<file path="config.mk">
export PLATFORM = sky130hd
export DESIGN_NAME = stdc_top
export DESIGN_NICKNAME = d
export VERILOG_FILES = /design/src/stdc_pkg.sv /design/src/stdc_prescaler.sv /design/src/stdc_top.sv
export SDC_FILE = /design/constraint.sdc
export NUM_CORES = 1
export LEC_CHECK = 0
export ABC_CLOCK_PERIOD_IN_PS = 4700
export BUFFER_PORTS_ARGS = -buffer_cell sky130_fd_sc_hd__buf_2
export CORE_ASPECT_RATIO = 1.4
export CORE_MARGIN = 1.5
export CORE_UTILIZATION = 47
export DETAILED_ROUTE_END_ITERATION = 8
export PLACE_DENSITY = 0.69
export SKIP_CTS_REPAIR_TIMING = 1
export SKIP_LAST_GASP = 1
export SYNTH_ARGS = -nofsm -noshare
export SYNTH_HDL_FRONTEND = slang
export SYNTH_HIERARCHICAL = 1
export SYNTH_SLANG_ARGS = --single-unit
</file>
<file path="constraint.sdc">
create_clock -name clk_i -period 4.7 [get_ports clk_i]
set_clock_uncertainty 0.05 [all_clocks]
set_input_delay 0.705 -clock clk_i [delete_from_list [all_inputs] [get_ports clk_i]]
set_output_delay 0.705 -clock clk_i [all_outputs]
set_load 0.01 [all_outputs]
</file>
<file path="src/stdc_pkg.sv">
// Package with register map, field layout and timing constants for the tick down-counter
package stdc_pkg;
   // Register byte offsets (mask is a local addition)
   localparam logic [3:0]  CTRL_OFFSET       = 4'h0;
   localparam logic [3:0]  RESTART_OFFSET    = 4'h4;
   localparam logic [3:0]  LIVE_OFFSET       = 4'h8;
   localparam logic [3:0]  REFERENCE_OFFSET  = 4'hC;
   localparam logic [4:0]  MASK_OFFSET       = 5'h10;
   localparam int          ADDR_W            = 5;
   // Control and status field positions
   localparam int          ENABLE_BIT        = 0;
   localparam int          IRQ_ENABLE_BIT    = 1;
   localparam int          SOURCE_BIT        = 2;
   localparam int          ZERO_FLAG_BIT     = 16;
   // Reset values
   localparam logic [2:0]  CTRL_RESET        = 3'h4;
   localparam logic [23:0] COUNT_RESET       = 24'h000000;
   // Fixed reference count and counter width
   localparam logic [23:0] TEN_MS_COUNT      = 24'h001F40;
   localparam int          COUNT_W           = 24;
   // Prescaler ratio for the slow source
   localparam int          PRESCALE_DIV      = 8;
   // AXI responses
   localparam logic [1:0]  RESP_OKAY         = 2'h0;
   localparam logic [1:0]  RESP_SLVERR       = 2'h2;
endpackage

</file>
<file path="src/stdc_prescaler.sv">
// Tick prescaler producing the counter-clock enable pulse
`timescale 1ns/1ps
`default_nettype none
module stdc_prescaler #(
   parameter int DIV = stdc_pkg::PRESCALE_DIV
) (
   // Clock and reset
   input  wire logic clk_i,
   input  wire logic reset_i,
   // Control
   input  wire logic run_i,
   input  wire logic fast_i,
   // Count enable
   output logic      tick_o
);
   import stdc_pkg::*;
   localparam int  DW = $clog2(DIV);
   logic [DW-1:0]  div_cnt;
   logic [DW-1:0]  next_div_cnt;

   // Divider free-runs only while counting; phase restarts on disable
   always_comb begin
      if (!run_i) begin
         next_div_cnt = '0;
      end else if (div_cnt == DW'(DIV - 1)) begin
         next_div_cnt = '0;
      end else begin
         next_div_cnt = div_cnt + DW'(1);
      end
   end

   always_ff @(posedge clk_i) begin
      if (reset_i) begin
         div_cnt <= '0;
      end else begin
         div_cnt <= next_div_cnt;
      end
   end

   // Full rate or one in DIV cycles
   assign tick_o = run_i && (fast_i || (div_cnt == DW'(DIV - 1))); // see RQ16
endmodule
`default_nettype wire

</file>
<file path="src/stdc_top.sv">
// Tick down-counter with AXI4-Lite register slave and interrupt
//
// The address map and the AXI4-Lite register port were chosen for this implementation.
`timescale 1ns/1ps
`default_nettype none
// Summary of operation
// RQ1 - Load restart value on enable and zero
// RQ2 - Restart value is 24 bits, upper reserved
// RQ3 - Flag and request only on 1-to-0
// RQ4 - Software: N-1 gives period N
// RQ5 - Software: N gives one-shot after N
// RQ6 - Live count read returns counter value
// RQ7 - Live count write zeroes counter and flag
// RQ8 - Reference field reads fixed 0x1F40
// RQ9 - Counter advances only on processor clock
// RQ10 - Software uses aligned word accesses only
// RQ11 - Reference flags read zero, writes ignored
// RQ12 - Upper eight bits read zero
// RQ13 - Decrement per tick, wrap to restart
// RQ14 - Zero flag set until control read
// RQ15 - Irq enable gates exception request
// RQ16 - Source select: 0 divided, 1 full
module stdc_top (
   // Clock and reset
   input  wire logic                         clk_i,
   input  wire logic                         reset_i,
   // AXI4-Lite write address
   input  wire logic [stdc_pkg::ADDR_W-1:0]  s_axi_awaddr_i,
   input  wire logic                         s_axi_awvalid_i,
   output logic                              s_axi_awready_o,
   // AXI4-Lite write data
   input  wire logic [31:0]                  s_axi_wdata_i,
   input  wire logic [3:0]                   s_axi_wstrb_i,
   input  wire logic                         s_axi_wvalid_i,
   output logic                              s_axi_wready_o,
   // AXI4-Lite write response
   output logic [1:0]                        s_axi_bresp_o,
   output logic                              s_axi_bvalid_o,
   input  wire logic                         s_axi_bready_i,
   // AXI4-Lite read address
   input  wire logic [stdc_pkg::ADDR_W-1:0]  s_axi_araddr_i,
   input  wire logic                         s_axi_arvalid_i,
   output logic                              s_axi_arready_o,
   // AXI4-Lite read data
   output logic [31:0]                       s_axi_rdata_o,
   output logic [1:0]                        s_axi_rresp_o,
   output logic                              s_axi_rvalid_o,
   input  wire logic                         s_axi_rready_i,
   // Interrupt and exception request
   output logic                              irq_o,
   output logic                              tick_req_o
);
   import stdc_pkg::*;

   // Control state
   logic               count_enable;
   logic               tick_irq_enable;
   logic               tick_source_select;
   logic               zero_reached_flag;
   logic               zero_mask;
   logic [COUNT_W-1:0] restart_value;
   logic [COUNT_W-1:0] live_count;
   logic               tick_req;
   logic               next_count_enable;
   logic               next_tick_irq_enable;
   logic               next_tick_source_select;
   logic               next_zero_reached_flag;
   logic               next_zero_mask;
   logic [COUNT_W-1:0] next_restart_value;
   logic [COUNT_W-1:0] next_live_count;
   logic               next_tick_req;
   // Bus state
   logic               aw_held;
   logic               w_held;
   logic [ADDR_W-1:0]  aw_addr;
   logic [31:0]        w_data;
   logic               bvalid;
   logic [1:0]         bresp;
   logic               rvalid;
   logic [31:0]        rdata;
   logic [1:0]         rresp;
   logic               next_aw_held;
   logic               next_w_held;
   logic [ADDR_W-1:0]  next_aw_addr;
   logic [31:0]        next_w_data;
   logic               next_bvalid;
   logic [1:0]         next_bresp;
   logic               next_rvalid;
   logic [31:0]        next_rdata;
   logic [1:0]         next_rresp;
   // Derived strobes
   logic               wr_fire;
   logic               rd_fire;
   logic               count_tick;
   logic               hit_zero;
   logic               start_pulse;
   logic               prev_enable;
   logic [31:0]        rd_word;
   logic               rd_ok;

   // Full word map check; unaligned or unmapped addresses are refused, write strobes are not examined
   function automatic logic mapped(input logic [ADDR_W-1:0] a);
      mapped = (a == {1'b0, CTRL_OFFSET}) || (a == {1'b0, RESTART_OFFSET}) ||
               (a == {1'b0, LIVE_OFFSET}) || (a == {1'b0, REFERENCE_OFFSET}) ||
               (a == MASK_OFFSET);
   endfunction

   // Prescaler: enable pulse at full or divided rate
   stdc_prescaler #(
      .DIV     (PRESCALE_DIV)
   ) u_prescaler (
      .clk_i   (clk_i),
      .reset_i (reset_i),
      .run_i   (count_enable),
      .fast_i  (tick_source_select),
      .tick_o  (count_tick)
   );

   // Write fires once address and data are both held and no response pends
   assign wr_fire     = aw_held && w_held && !bvalid;
   assign rd_fire     = s_axi_arvalid_i && s_axi_arready_o;
   assign start_pulse = count_enable && !prev_enable;
   // Event only when a real tick takes the count from one to zero
   assign hit_zero    = count_tick && !start_pulse && (live_count == COUNT_W'(1)); // see RQ3

   // Read mux
   always_comb begin
      rd_word = 32'h0000_0000;
      rd_ok   = mapped(s_axi_araddr_i);
      if (s_axi_araddr_i == {1'b0, CTRL_OFFSET}) begin
         rd_word[ENABLE_BIT]     = count_enable;
         rd_word[IRQ_ENABLE_BIT] = tick_irq_enable;
         rd_word[SOURCE_BIT]     = tick_source_select;
         rd_word[ZERO_FLAG_BIT]  = zero_reached_flag;
      end else if (s_axi_araddr_i == {1'b0, RESTART_OFFSET}) begin
         rd_word = {8'h00, restart_value}; // see RQ12
      end else if (s_axi_araddr_i == {1'b0, LIVE_OFFSET}) begin
         rd_word = {8'h00, live_count}; // see RQ6
      end else if (s_axi_araddr_i == {1'b0, REFERENCE_OFFSET}) begin
         rd_word = {8'h00, TEN_MS_COUNT}; // see RQ8, RQ11
      end else if (s_axi_araddr_i == MASK_OFFSET) begin
         rd_word[ZERO_FLAG_BIT]  = zero_mask;
      end
   end

   // Bus channel next state; one write and one read in flight
   always_comb begin
      next_aw_held = aw_held;
      next_w_held  = w_held;
      next_aw_addr = aw_addr;
      next_w_data  = w_data;
      next_bvalid  = bvalid;
      next_bresp   = bresp;
      next_rvalid  = rvalid;
      next_rdata   = rdata;
      next_rresp   = rresp;
      if (s_axi_awvalid_i && s_axi_awready_o) begin
         next_aw_held = 1'b1;
         next_aw_addr = s_axi_awaddr_i;
      end
      if (s_axi_wvalid_i && s_axi_wready_o) begin
         next_w_held = 1'b1;
         next_w_data = s_axi_wdata_i;
      end
      if (wr_fire) begin
         next_aw_held = 1'b0;
         next_w_held  = 1'b0;
         next_bvalid  = 1'b1;
         next_bresp   = mapped(aw_addr) ? RESP_OKAY : RESP_SLVERR; // see RQ10
      end else if (bvalid && s_axi_bready_i) begin
         next_bvalid  = 1'b0;
      end
      if (rd_fire) begin
         next_rvalid = 1'b1;
         next_rdata  = rd_word;
         next_rresp  = rd_ok ? RESP_OKAY : RESP_SLVERR;
      end else if (rvalid && s_axi_rready_i) begin
         next_rvalid = 1'b0;
      end
   end

   always_ff @(posedge clk_i) begin
      if (reset_i) begin
         aw_held <= 1'b0;
         w_held  <= 1'b0;
         aw_addr <= '0;
         w_data  <= 32'h0000_0000;
         bvalid  <= 1'b0;
         bresp   <= RESP_OKAY;
         rvalid  <= 1'b0;
         rdata   <= 32'h0000_0000;
         rresp   <= RESP_OKAY;
      end else begin
         aw_held <= next_aw_held;
         w_held  <= next_w_held;
         aw_addr <= next_aw_addr;
         w_data  <= next_w_data;
         bvalid  <= next_bvalid;
         bresp   <= next_bresp;
         rvalid  <= next_rvalid;
         rdata   <= next_rdata;
         rresp   <= next_rresp;
      end
   end

   // Counter and control next state
   always_comb begin
      next_count_enable       = count_enable;
      next_tick_irq_enable    = tick_irq_enable;
      next_tick_source_select = tick_source_select;
      next_zero_mask          = zero_mask;
      next_restart_value      = restart_value;
      next_live_count         = live_count;
      next_zero_reached_flag  = zero_reached_flag;
      next_tick_req           = hit_zero && tick_irq_enable; // see RQ15
      // Counting: load on start, wrap at zero, else decrement
      if (start_pulse) begin
         next_live_count = restart_value; // see RQ1
      end else if (count_tick) begin
         if (live_count == COUNT_W'(0)) begin
            next_live_count = restart_value; // see RQ1, RQ13
         end else begin
            next_live_count = live_count - COUNT_W'(1); // see RQ13
         end
      end
      // Control read clears the flag; a same-cycle event wins
      if (rd_fire && (s_axi_araddr_i == {1'b0, CTRL_OFFSET})) begin
         next_zero_reached_flag = 1'b0; // see RQ14
      end
      // Register writes; upper bits dropped, reference ignores writes
      if (wr_fire) begin
         if (aw_addr == {1'b0, CTRL_OFFSET}) begin
            next_count_enable       = w_data[ENABLE_BIT];
            next_tick_irq_enable    = w_data[IRQ_ENABLE_BIT];
            next_tick_source_select = w_data[SOURCE_BIT]; // see RQ16
         end else if (aw_addr == {1'b0, RESTART_OFFSET}) begin
            next_restart_value = w_data[COUNT_W-1:0]; // see RQ2, RQ12
         end else if (aw_addr == {1'b0, LIVE_OFFSET}) begin
            next_live_count        = COUNT_W'(0); // see RQ7
            next_zero_reached_flag = 1'b0; // see RQ7
         end else if (aw_addr == MASK_OFFSET) begin
            next_zero_mask = w_data[ZERO_FLAG_BIT];
         end
      end
      if (hit_zero) begin
         next_zero_reached_flag = 1'b1; // see RQ3, RQ14
      end
   end

   // Only clk_i edges move the counter, so a gated clock holds it
   always_ff @(posedge clk_i) begin
      if (reset_i) begin
         count_enable       <= CTRL_RESET[ENABLE_BIT];
         tick_irq_enable    <= CTRL_RESET[IRQ_ENABLE_BIT];
         tick_source_select <= CTRL_RESET[SOURCE_BIT];
         zero_reached_flag  <= 1'b0;
         zero_mask          <= 1'b0;
         restart_value      <= COUNT_RESET;
         live_count         <= COUNT_RESET;
         tick_req           <= 1'b0;
         prev_enable        <= 1'b0;
      end else begin
         count_enable       <= next_count_enable;
         tick_irq_enable    <= next_tick_irq_enable;
         tick_source_select <= next_tick_source_select;
         zero_reached_flag  <= next_zero_reached_flag;
         zero_mask          <= next_zero_mask;
         restart_value      <= next_restart_value;
         live_count         <= next_live_count; // see RQ9
         tick_req           <= next_tick_req;
         prev_enable        <= count_enable;
      end
   end

   // Outputs; ready only while nothing of that kind pends
   assign s_axi_awready_o = !aw_held;
   assign s_axi_wready_o  = !w_held;
   assign s_axi_bvalid_o  = bvalid;
   assign s_axi_bresp_o   = bresp;
   assign s_axi_arready_o = !rvalid;
   assign s_axi_rvalid_o  = rvalid;
   assign s_axi_rdata_o   = rdata;
   assign s_axi_rresp_o   = rresp;
   assign tick_req_o      = tick_req;
   assign irq_o           = zero_reached_flag && zero_mask;

   // Checks
   start_load_a: assert property (@(posedge clk_i) disable iff (reset_i)
      start_pulse |=> live_count == $past(restart_value)) // see RQ1
      else $error("restart value not loaded at enable");
   flag_onezero_a: assert property (@(posedge clk_i) disable iff (reset_i)
      $rose(zero_reached_flag) |-> $past(live_count) == COUNT_W'(1)) // see RQ3
      else $error("zero flag set without 1 to 0 step");
   live_read_a: assert property (@(posedge clk_i) disable iff (reset_i)
      rd_fire && s_axi_araddr_i == {1'b0, LIVE_OFFSET} |=> rdata == {8'h00, $past(live_count)}) // see RQ6
      else $error("live count read wrong");
   live_write_a: assert property (@(posedge clk_i) disable iff (reset_i)
      wr_fire && aw_addr == {1'b0, LIVE_OFFSET} && !hit_zero |=> live_count == 24'h000000 && !zero_reached_flag) // see RQ7
      else $error("live count write did not clear");
   ref_read_a: assert property (@(posedge clk_i) disable iff (reset_i)
      rd_fire && s_axi_araddr_i == {1'b0, REFERENCE_OFFSET} |=> rdata == 32'h0000_1F40) // see RQ8, RQ11
      else $error("reference register wrong");
   upper_zero_a: assert property (@(posedge clk_i) disable iff (reset_i)
      rvalid && (rdata != 32'h0000_1F40) && rresp == RESP_OKAY |-> rdata[31:24] == 8'h00) // see RQ12
      else $error("upper bits not zero");
   count_step_a: assert property (@(posedge clk_i) disable iff (reset_i)
      count_tick && !start_pulse && !wr_fire && live_count != 24'h000000 |=> live_count == $past(live_count) - 24'h000001) // see RQ13
      else $error("counter did not decrement");
   slow_rate_a: assert property (@(posedge clk_i) disable iff (reset_i)
      count_tick && !tick_source_select && $stable(count_enable) |=> (!count_tick || tick_source_select) [*7]) // see RQ16
      else $error("divided tick too fast");
   tick_gate_a: assert property (@(posedge clk_i) disable iff (reset_i)
      tick_req |-> $past(tick_irq_enable) && $past(hit_zero)) // see RQ15
      else $error("tick request without cause");
   flag_read_a: assert property (@(posedge clk_i) disable iff (reset_i)
      rd_fire && s_axi_araddr_i == {1'b0, CTRL_OFFSET} && !hit_zero |=> !zero_reached_flag) // see RQ14
      else $error("control read did not clear flag");
endmodule
`default_nettype wire

</file>
* Word-level counts from Yosys, hierarchy flattened
Index checks and enable logic that the tools add are counted.
** Cells by class
- Add/subtract/negate cells :: 2
- Eq/ne operators :: 10
- Multiplexer cells :: 28
- Bitwise operators :: 4
- Reduce and logical (&&, ||, !) cells :: 39
** Operator list (number)
- $mux W24 :: 9
- $mux W13 :: 2
- $eq A24 B1 Y1 const B :: 1
- $logic_not A24 Y1 :: 1
- $sub A24 B1 Y24 const B :: 1
- $eq A5 B4 Y1 const B :: 4
- $mux W15 :: 1
- $logic_and A1 B1 Y1 :: 14
- $mux W1 :: 13
- $eq A5 B3 Y1 const B :: 2
- $eq A5 B5 Y1 const B :: 2
- $logic_not A5 Y1 :: 2
- $logic_or A1 B1 Y1 :: 9
- $logic_not A1 Y1 :: 6
- $reduce_and A5 Y1 :: 1
- $mux W2 :: 2
- $not A1 Y1 :: 4
- $reduce_bool A2 Y1 :: 2
- $add A3 B1 Y3 const B :: 1
- $eq A3 B3 Y1 const B :: 1
- $mux W3 :: 1
- $reduce_and A3 Y1 :: 1
- $reduce_or A3 Y1 :: 1
- $reduce_and A2 Y1 :: 1
- $reduce_or A2 Y1 :: 1
** Word-level totals
- Register bits after elaboration :: 127
- Input port bits :: 53
- Output and inout bits :: 43
- Word-level logic and storage cells :: 102

* Longest topological paths before layout
- Depth after elaboration :: 9
- Gate-level depth with buffers :: 10
- Gate-level depth less buffers :: 9

* Cells and area by module
Netlist, hierarchy kept.
** Modules (own cells, without submodules)
- stdc_top :: instances 1, cells an instance 631, area each 5081.1 µm², seq. area each 2282.2 µm²
- stdc_prescaler :: instances 1, cells an instance 9, area each 132.6 µm², seq. area each 60.1 µm²

* Worst setup path before layout
OpenSTA, ideal clock, no wires.
- Kind :: input to register
- From :: input s_axi_araddr_i[1] in the netlist's numbering
- To :: register rdata[13] (netlist: s_axi_rdata_o[13])
- Setup time :: 0.128 ns
- Arrival time :: 2.211 ns
- Data required time :: 4.522 ns
- Setup slack :: 2.312 ns
- Stages :: 8
- Path buffers :: 3
- Path through :: or2_1 clkbuf_1 or4_1 and2_1 clkbuf_1 clkbuf_1 a22oi_1 nor2_1
** On the way
- Cells in the longest elaborated chain, start to end :: 4
- Elaborated cells between the ends (all ways) :: 6
- Those cells by class :: eq/ne (2); mux (3); reduce/logical (1)
** RTL lines
- start, declared :: RTL line stdc_top.sv:41 : input wire logic [stdc_pkg::ADDR_W-1:0] s_axi_araddr_i,
- $eq A5 B4 Y1 :: RTL line stdc_top.sv:137 : end else if (s_axi_araddr_i == {1'b0, LIVE_OFFSET}) begin
- $mux W24 :: RTL line stdc_top.sv:137
- $mux W24 :: RTL line stdc_top.sv:135 : end else if (s_axi_araddr_i == {1'b0, RESTART_OFFSET}) begin
- $mux W13 (*) :: RTL line stdc_top.sv:130 : if (s_axi_araddr_i == {1'b0, CTRL_OFFSET}) begin
- end signal, assigned :: RTL line stdc_top.sv:201 : rdata <= next_rdata;
- end, declared :: RTL line stdc_top.sv:80 : logic [31:0] rdata;
Every way passes the cells marked *; elsewhere a longest branch is shown, timed or not.
A chain may end at the register's enable or synchronous reset.

* Final worst setup path
- From :: register u_prescaler.div_cnt[0]
- To :: register live_count[19]
** On the way
- Cells in the longest elaborated chain, start to end :: 9
** RTL lines
- start, declared :: RTL line stdc_prescaler.sv:18 : logic [DW-1:0] div_cnt;
- start signal, assigned :: RTL line stdc_prescaler.sv:36 : div_cnt <= next_div_cnt;
- $eq A3 B3 Y1 (*) :: RTL line stdc_prescaler.sv:41 : assign tick_o = run_i && (fast_i || (div_cnt == DW'(DIV - 1)));
- $logic_or A1 B1 Y1 (*) :: RTL line stdc_prescaler.sv:41
- $logic_and A1 B1 Y1 (*) :: RTL line stdc_prescaler.sv:41
- via count_tick :: RTL line stdc_top.sv:94 : logic count_tick;
- $mux W24 (*) :: RTL line stdc_top.sv:219 : end else if (count_tick) begin
- $mux W24 (*) :: RTL line stdc_top.sv:217 : if (start_pulse) begin
- $mux W24 :: RTL line stdc_top.sv:238 : end else if (aw_addr == {1'b0, LIVE_OFFSET}) begin
- $mux W24 :: RTL line stdc_top.sv:236 : end else if (aw_addr == {1'b0, RESTART_OFFSET}) begin
- $mux W24 :: RTL line stdc_top.sv:232 : if (aw_addr == {1'b0, CTRL_OFFSET}) begin
- $mux W24 (*) :: RTL line stdc_top.sv:231 : if (wr_fire) begin
- end signal, assigned :: RTL line stdc_top.sv:269 : live_count <= next_live_count;
- end, declared :: RTL line stdc_top.sv:62 : logic [COUNT_W-1:0] live_count;
Mark *: on every way through the listed nets, which the timed path passes. The rest lies on a longest branch.

==> results.toml <==
[die]
design.portCount = 96
placement_rows = 45
floorplan.initialDensity_pct = 48.2
die_y_um = 128
core-area_um2 = 10800
die_width_um = 92.0
die_area_um2 = 11700

[worst_setup_path]
worst-endpoint-arrival_ns = 3.16
worst-path-max-fanout = 17
critical_path.startpoint_type = "register"
critical_path.endpoint_type = "register"
r2r_setup_slack_ns = 1.85
worstSetupPathType = "register to register"
worst-endpoint-required_ns = 5.01

[cells_and_area]
area_of_all_placed_cells_without_fillers_um2 = 6220
most-common-layout-cells = "sky130_fd_sc_hd__nand2_1 (118), sky130_fd_sc_hd__dfxtp_1 (117), sky130_fd_sc_hd__a21oi_1 (84)"
syn2layout_area_growth_pct = 19.3
antennaDiodeCount = 0
design.final.nets = 755
nFillCells = 1039
postLayoutCoreUtil_pct = 57.5
mostFrequentLayoutCell = "sky130_fd_sc_hd__nand2_1"
drive_above_1_share_pct = 16.8

[clock_network]
cts.reportedPaths.clkPinSlew_ns = 0.05
ctsLongestPathBuffers = 2
clock_sink_count = 117
cts-htree-levels = 4
clk_latency_ns = 0.41
cts_tree = "yes"
total_cts_buffers = 17
clk_root_buffer_cell = "sky130_fd_sc_hd__clkbuf_16"

[synthesis]
synth.ff_latch_count = 117
synth_enable_flop_cells = 0
synth.yosys.seq_area_share_pct = 44.9
post_synthesis_instance_total = 640
synth_flop_cell = "sky130_fd_sc_hd__dfxtp_1"
synth.cell_area_um2 = 5210
postSynthAreaPerCell_um2 = 8.15
synth-async-reset-ratio_pct = 0
yosys_warnings = 6
yosys.cell_types.count = 61

[placed_design]
gp_congestion = 0.884
detailedPlacementHpwl_um = 9420
place_area_um2 = 5590
buffer_ports.inserted = 73

[global_routing]
gr-total-overflow = 0
grt_pass1_wl_um = 21800
gr-usage-all-layers_pct = 23.6
grt_start_max_net_pins = 93
antenna_found_initial = 0
first_global_vias = 4453

[route]
detailedRoute.firstPassIterationCount = 5
ant_nets = 0
via_count = 4806
drt_wl_total_um = 13600
detail_route.drc_violations = 0
routed_via_count_divided_by_cell_count = 5.65
wl_per_cell_um = 16.0
drt_first_iter_violations = 426

[timing]
rsz0062_at_grt = "false"
final.min_clock_period_ns = 2.85
slew_viol_final = 0
actual_slew_at_the_worst_max_slew_pin_ns = 0.972
max_slew_margin_pct = 35.0
fmax_mhz = 351
final_hold_viol_count = 0
finalSetupViolCount = 0
final.period_utilization_pct = 60.6
fin_setup_tns_ns = 0

[worst_hold_path]
min_path_type = "register to register"

[outcome]
run_status = "finished clean"

[power_and_ir_drop]
power.ir.vdd_worst_uv = 271
power_density_nw_per_um2 = 415
leakage_power_of_the_design_nw = 2.49

[job]
drv_cap = 0
[critical path, stage by stage, from the launching register on]
cell and delay, ns:
sky130_fd_sc_hd__dfxtp_1 0.35, sky130_fd_sc_hd__ha_1 0.15, sky130_fd_sc_hd__ha_1 0.21, sky130_fd_sc_hd__o21a_1 0.57, sky130_fd_sc_hd__nand2_1 0.29, sky130_fd_sc_hd__a31oi_2 0.51
sky130_fd_sc_hd__nand2_1 0.30, sky130_fd_sc_hd__nor4_1 0.23, sky130_fd_sc_hd__a211o_1 0.12
[Yosys cell counts, drive strengths merged (3+ instances only)]
cell type	count	share of area (%)
nand2	119	8.6
dfxtp	117	45
a21oi	85	8.2
nor2	61	4.4
clkbuf	30	2.2
o21ai	27	2.7
a22oi	20	2.9
buf	19	2.3
a22o	17	2.9
nor3	15	1.4
nand3	10	0.96
nor2b	9	1.1
mux2i	8	1.5
inv	7	0.50
nor4	7	1.1
a211oi	6	0.86
and2	5	0.60
ha	5	1.2
xnor2	5	0.84
a222oi	4	0.77
and3	4	0.50
nand4	4	0.48
o211ai	4	0.58
o21a	4	0.58
or3	4	0.50
a221o	3	0.58
a31oi	3	0.48
nand2b	3	0.36
nand3b	3	0.43
nor4b	3	0.91
o22ai	3	0.36
or4	3	0.43
[per-layer routing]
metal	global-route usage (%)	routed length (um)
met1	28.5	5740
met2	40.3	6840
met3	5.60	726
met4	9.32	261
met5	0	0
[through the flow]
stage | std cells | setup slack (ns) | power [W] | hold WS [ns]
after floorplan | 649 | 2.31 | 0.00119 | 0.369
after global placement | 819 | 1.95 | 0.00123 | 0.379
after detailed placement | 819 | 1.94 | 0.00124 | 0.394
after CTS | 850 | 1.90 | 0.00259 | 0.402
after global routing | 850 | 1.73 | 0.00267 | 0.418
final | 850 | 1.85 | 0.00258 | 0.402
[sequential cells by signal, summed over array words and instances (netlist names)]
register,flops
live_count,24
restart_value,24
s_axi_rdata_o,24
w_data,24
aw_addr,5
u_prescaler/div_cnt,3
aw_held,1
count_enable,1
prev_enable,1
s_axi_bresp_o,1
s_axi_bvalid_o,1
s_axi_rresp_o,1
s_axi_rvalid_o,1
tick_irq_enable,1
tick_req_o,1
tick_source_select,1
w_held,1
zero_mask,1
zero_reached_flag,1
[power breakdown]
| group | internal (W) | switching, W | total, W |
|---|---|---|---|
| clock network | 0.000926 | 0.000438 | 0.00136 |
| logic | 0.0000632 | 0.000122 | 0.000186 |
| registers | 0.00102 | 0.0000179 | 0.00103 |
| total | 0.00200 | 0.000578 | 0.00258 |
[worst paths after layout]
| path | from | endpoint | depth (start not counted) |
|---|---|---|---|
| setup reg to reg | u_prescaler/div_cnt[0] | live_count[19] | 8 |
| hold / removal | w_data[15] | restart_value[15] | 2 |
| hold reg to reg | w_data[15] | restart_value[15] | 2 |
| setup / recovery | u_prescaler/div_cnt[0] | live_count[19] | 8 |
[logic make-up after synthesis]
logic type / after synthesis / synth area share, %
simple gates: 259 / 23.5
compound gates: 185 / 22.3
flops: 117 / 44.9
buf+inv: 57 / 5.06
mux: 9 / 1.75
xor+xnor: 7 / 1.18
fa+ha+maj: 5 / 1.20
other cells: 1 / 0.0719
[area by class of cell]
| cell class | instances | area (um2) | share of cell area (%) |
|---|---|---|---|
| Multi-Input combinational cell | 475 | 2640 | 42.5 |
| Timing Repair Buffer | 78 | 403 | 6.48 |
| Inverter | 8 | 30.0 | 0.483 |
| Sequential cell | 117 | 2340 | 37.7 |
| Tap cell | 141 | 176 | 2.84 |
| Clock buffer | 23 | 478 | 7.69 |
| Clock inverter | 8 | 148 | 2.37 |
No activity file was read; power rests on OpenSTA's default activity.
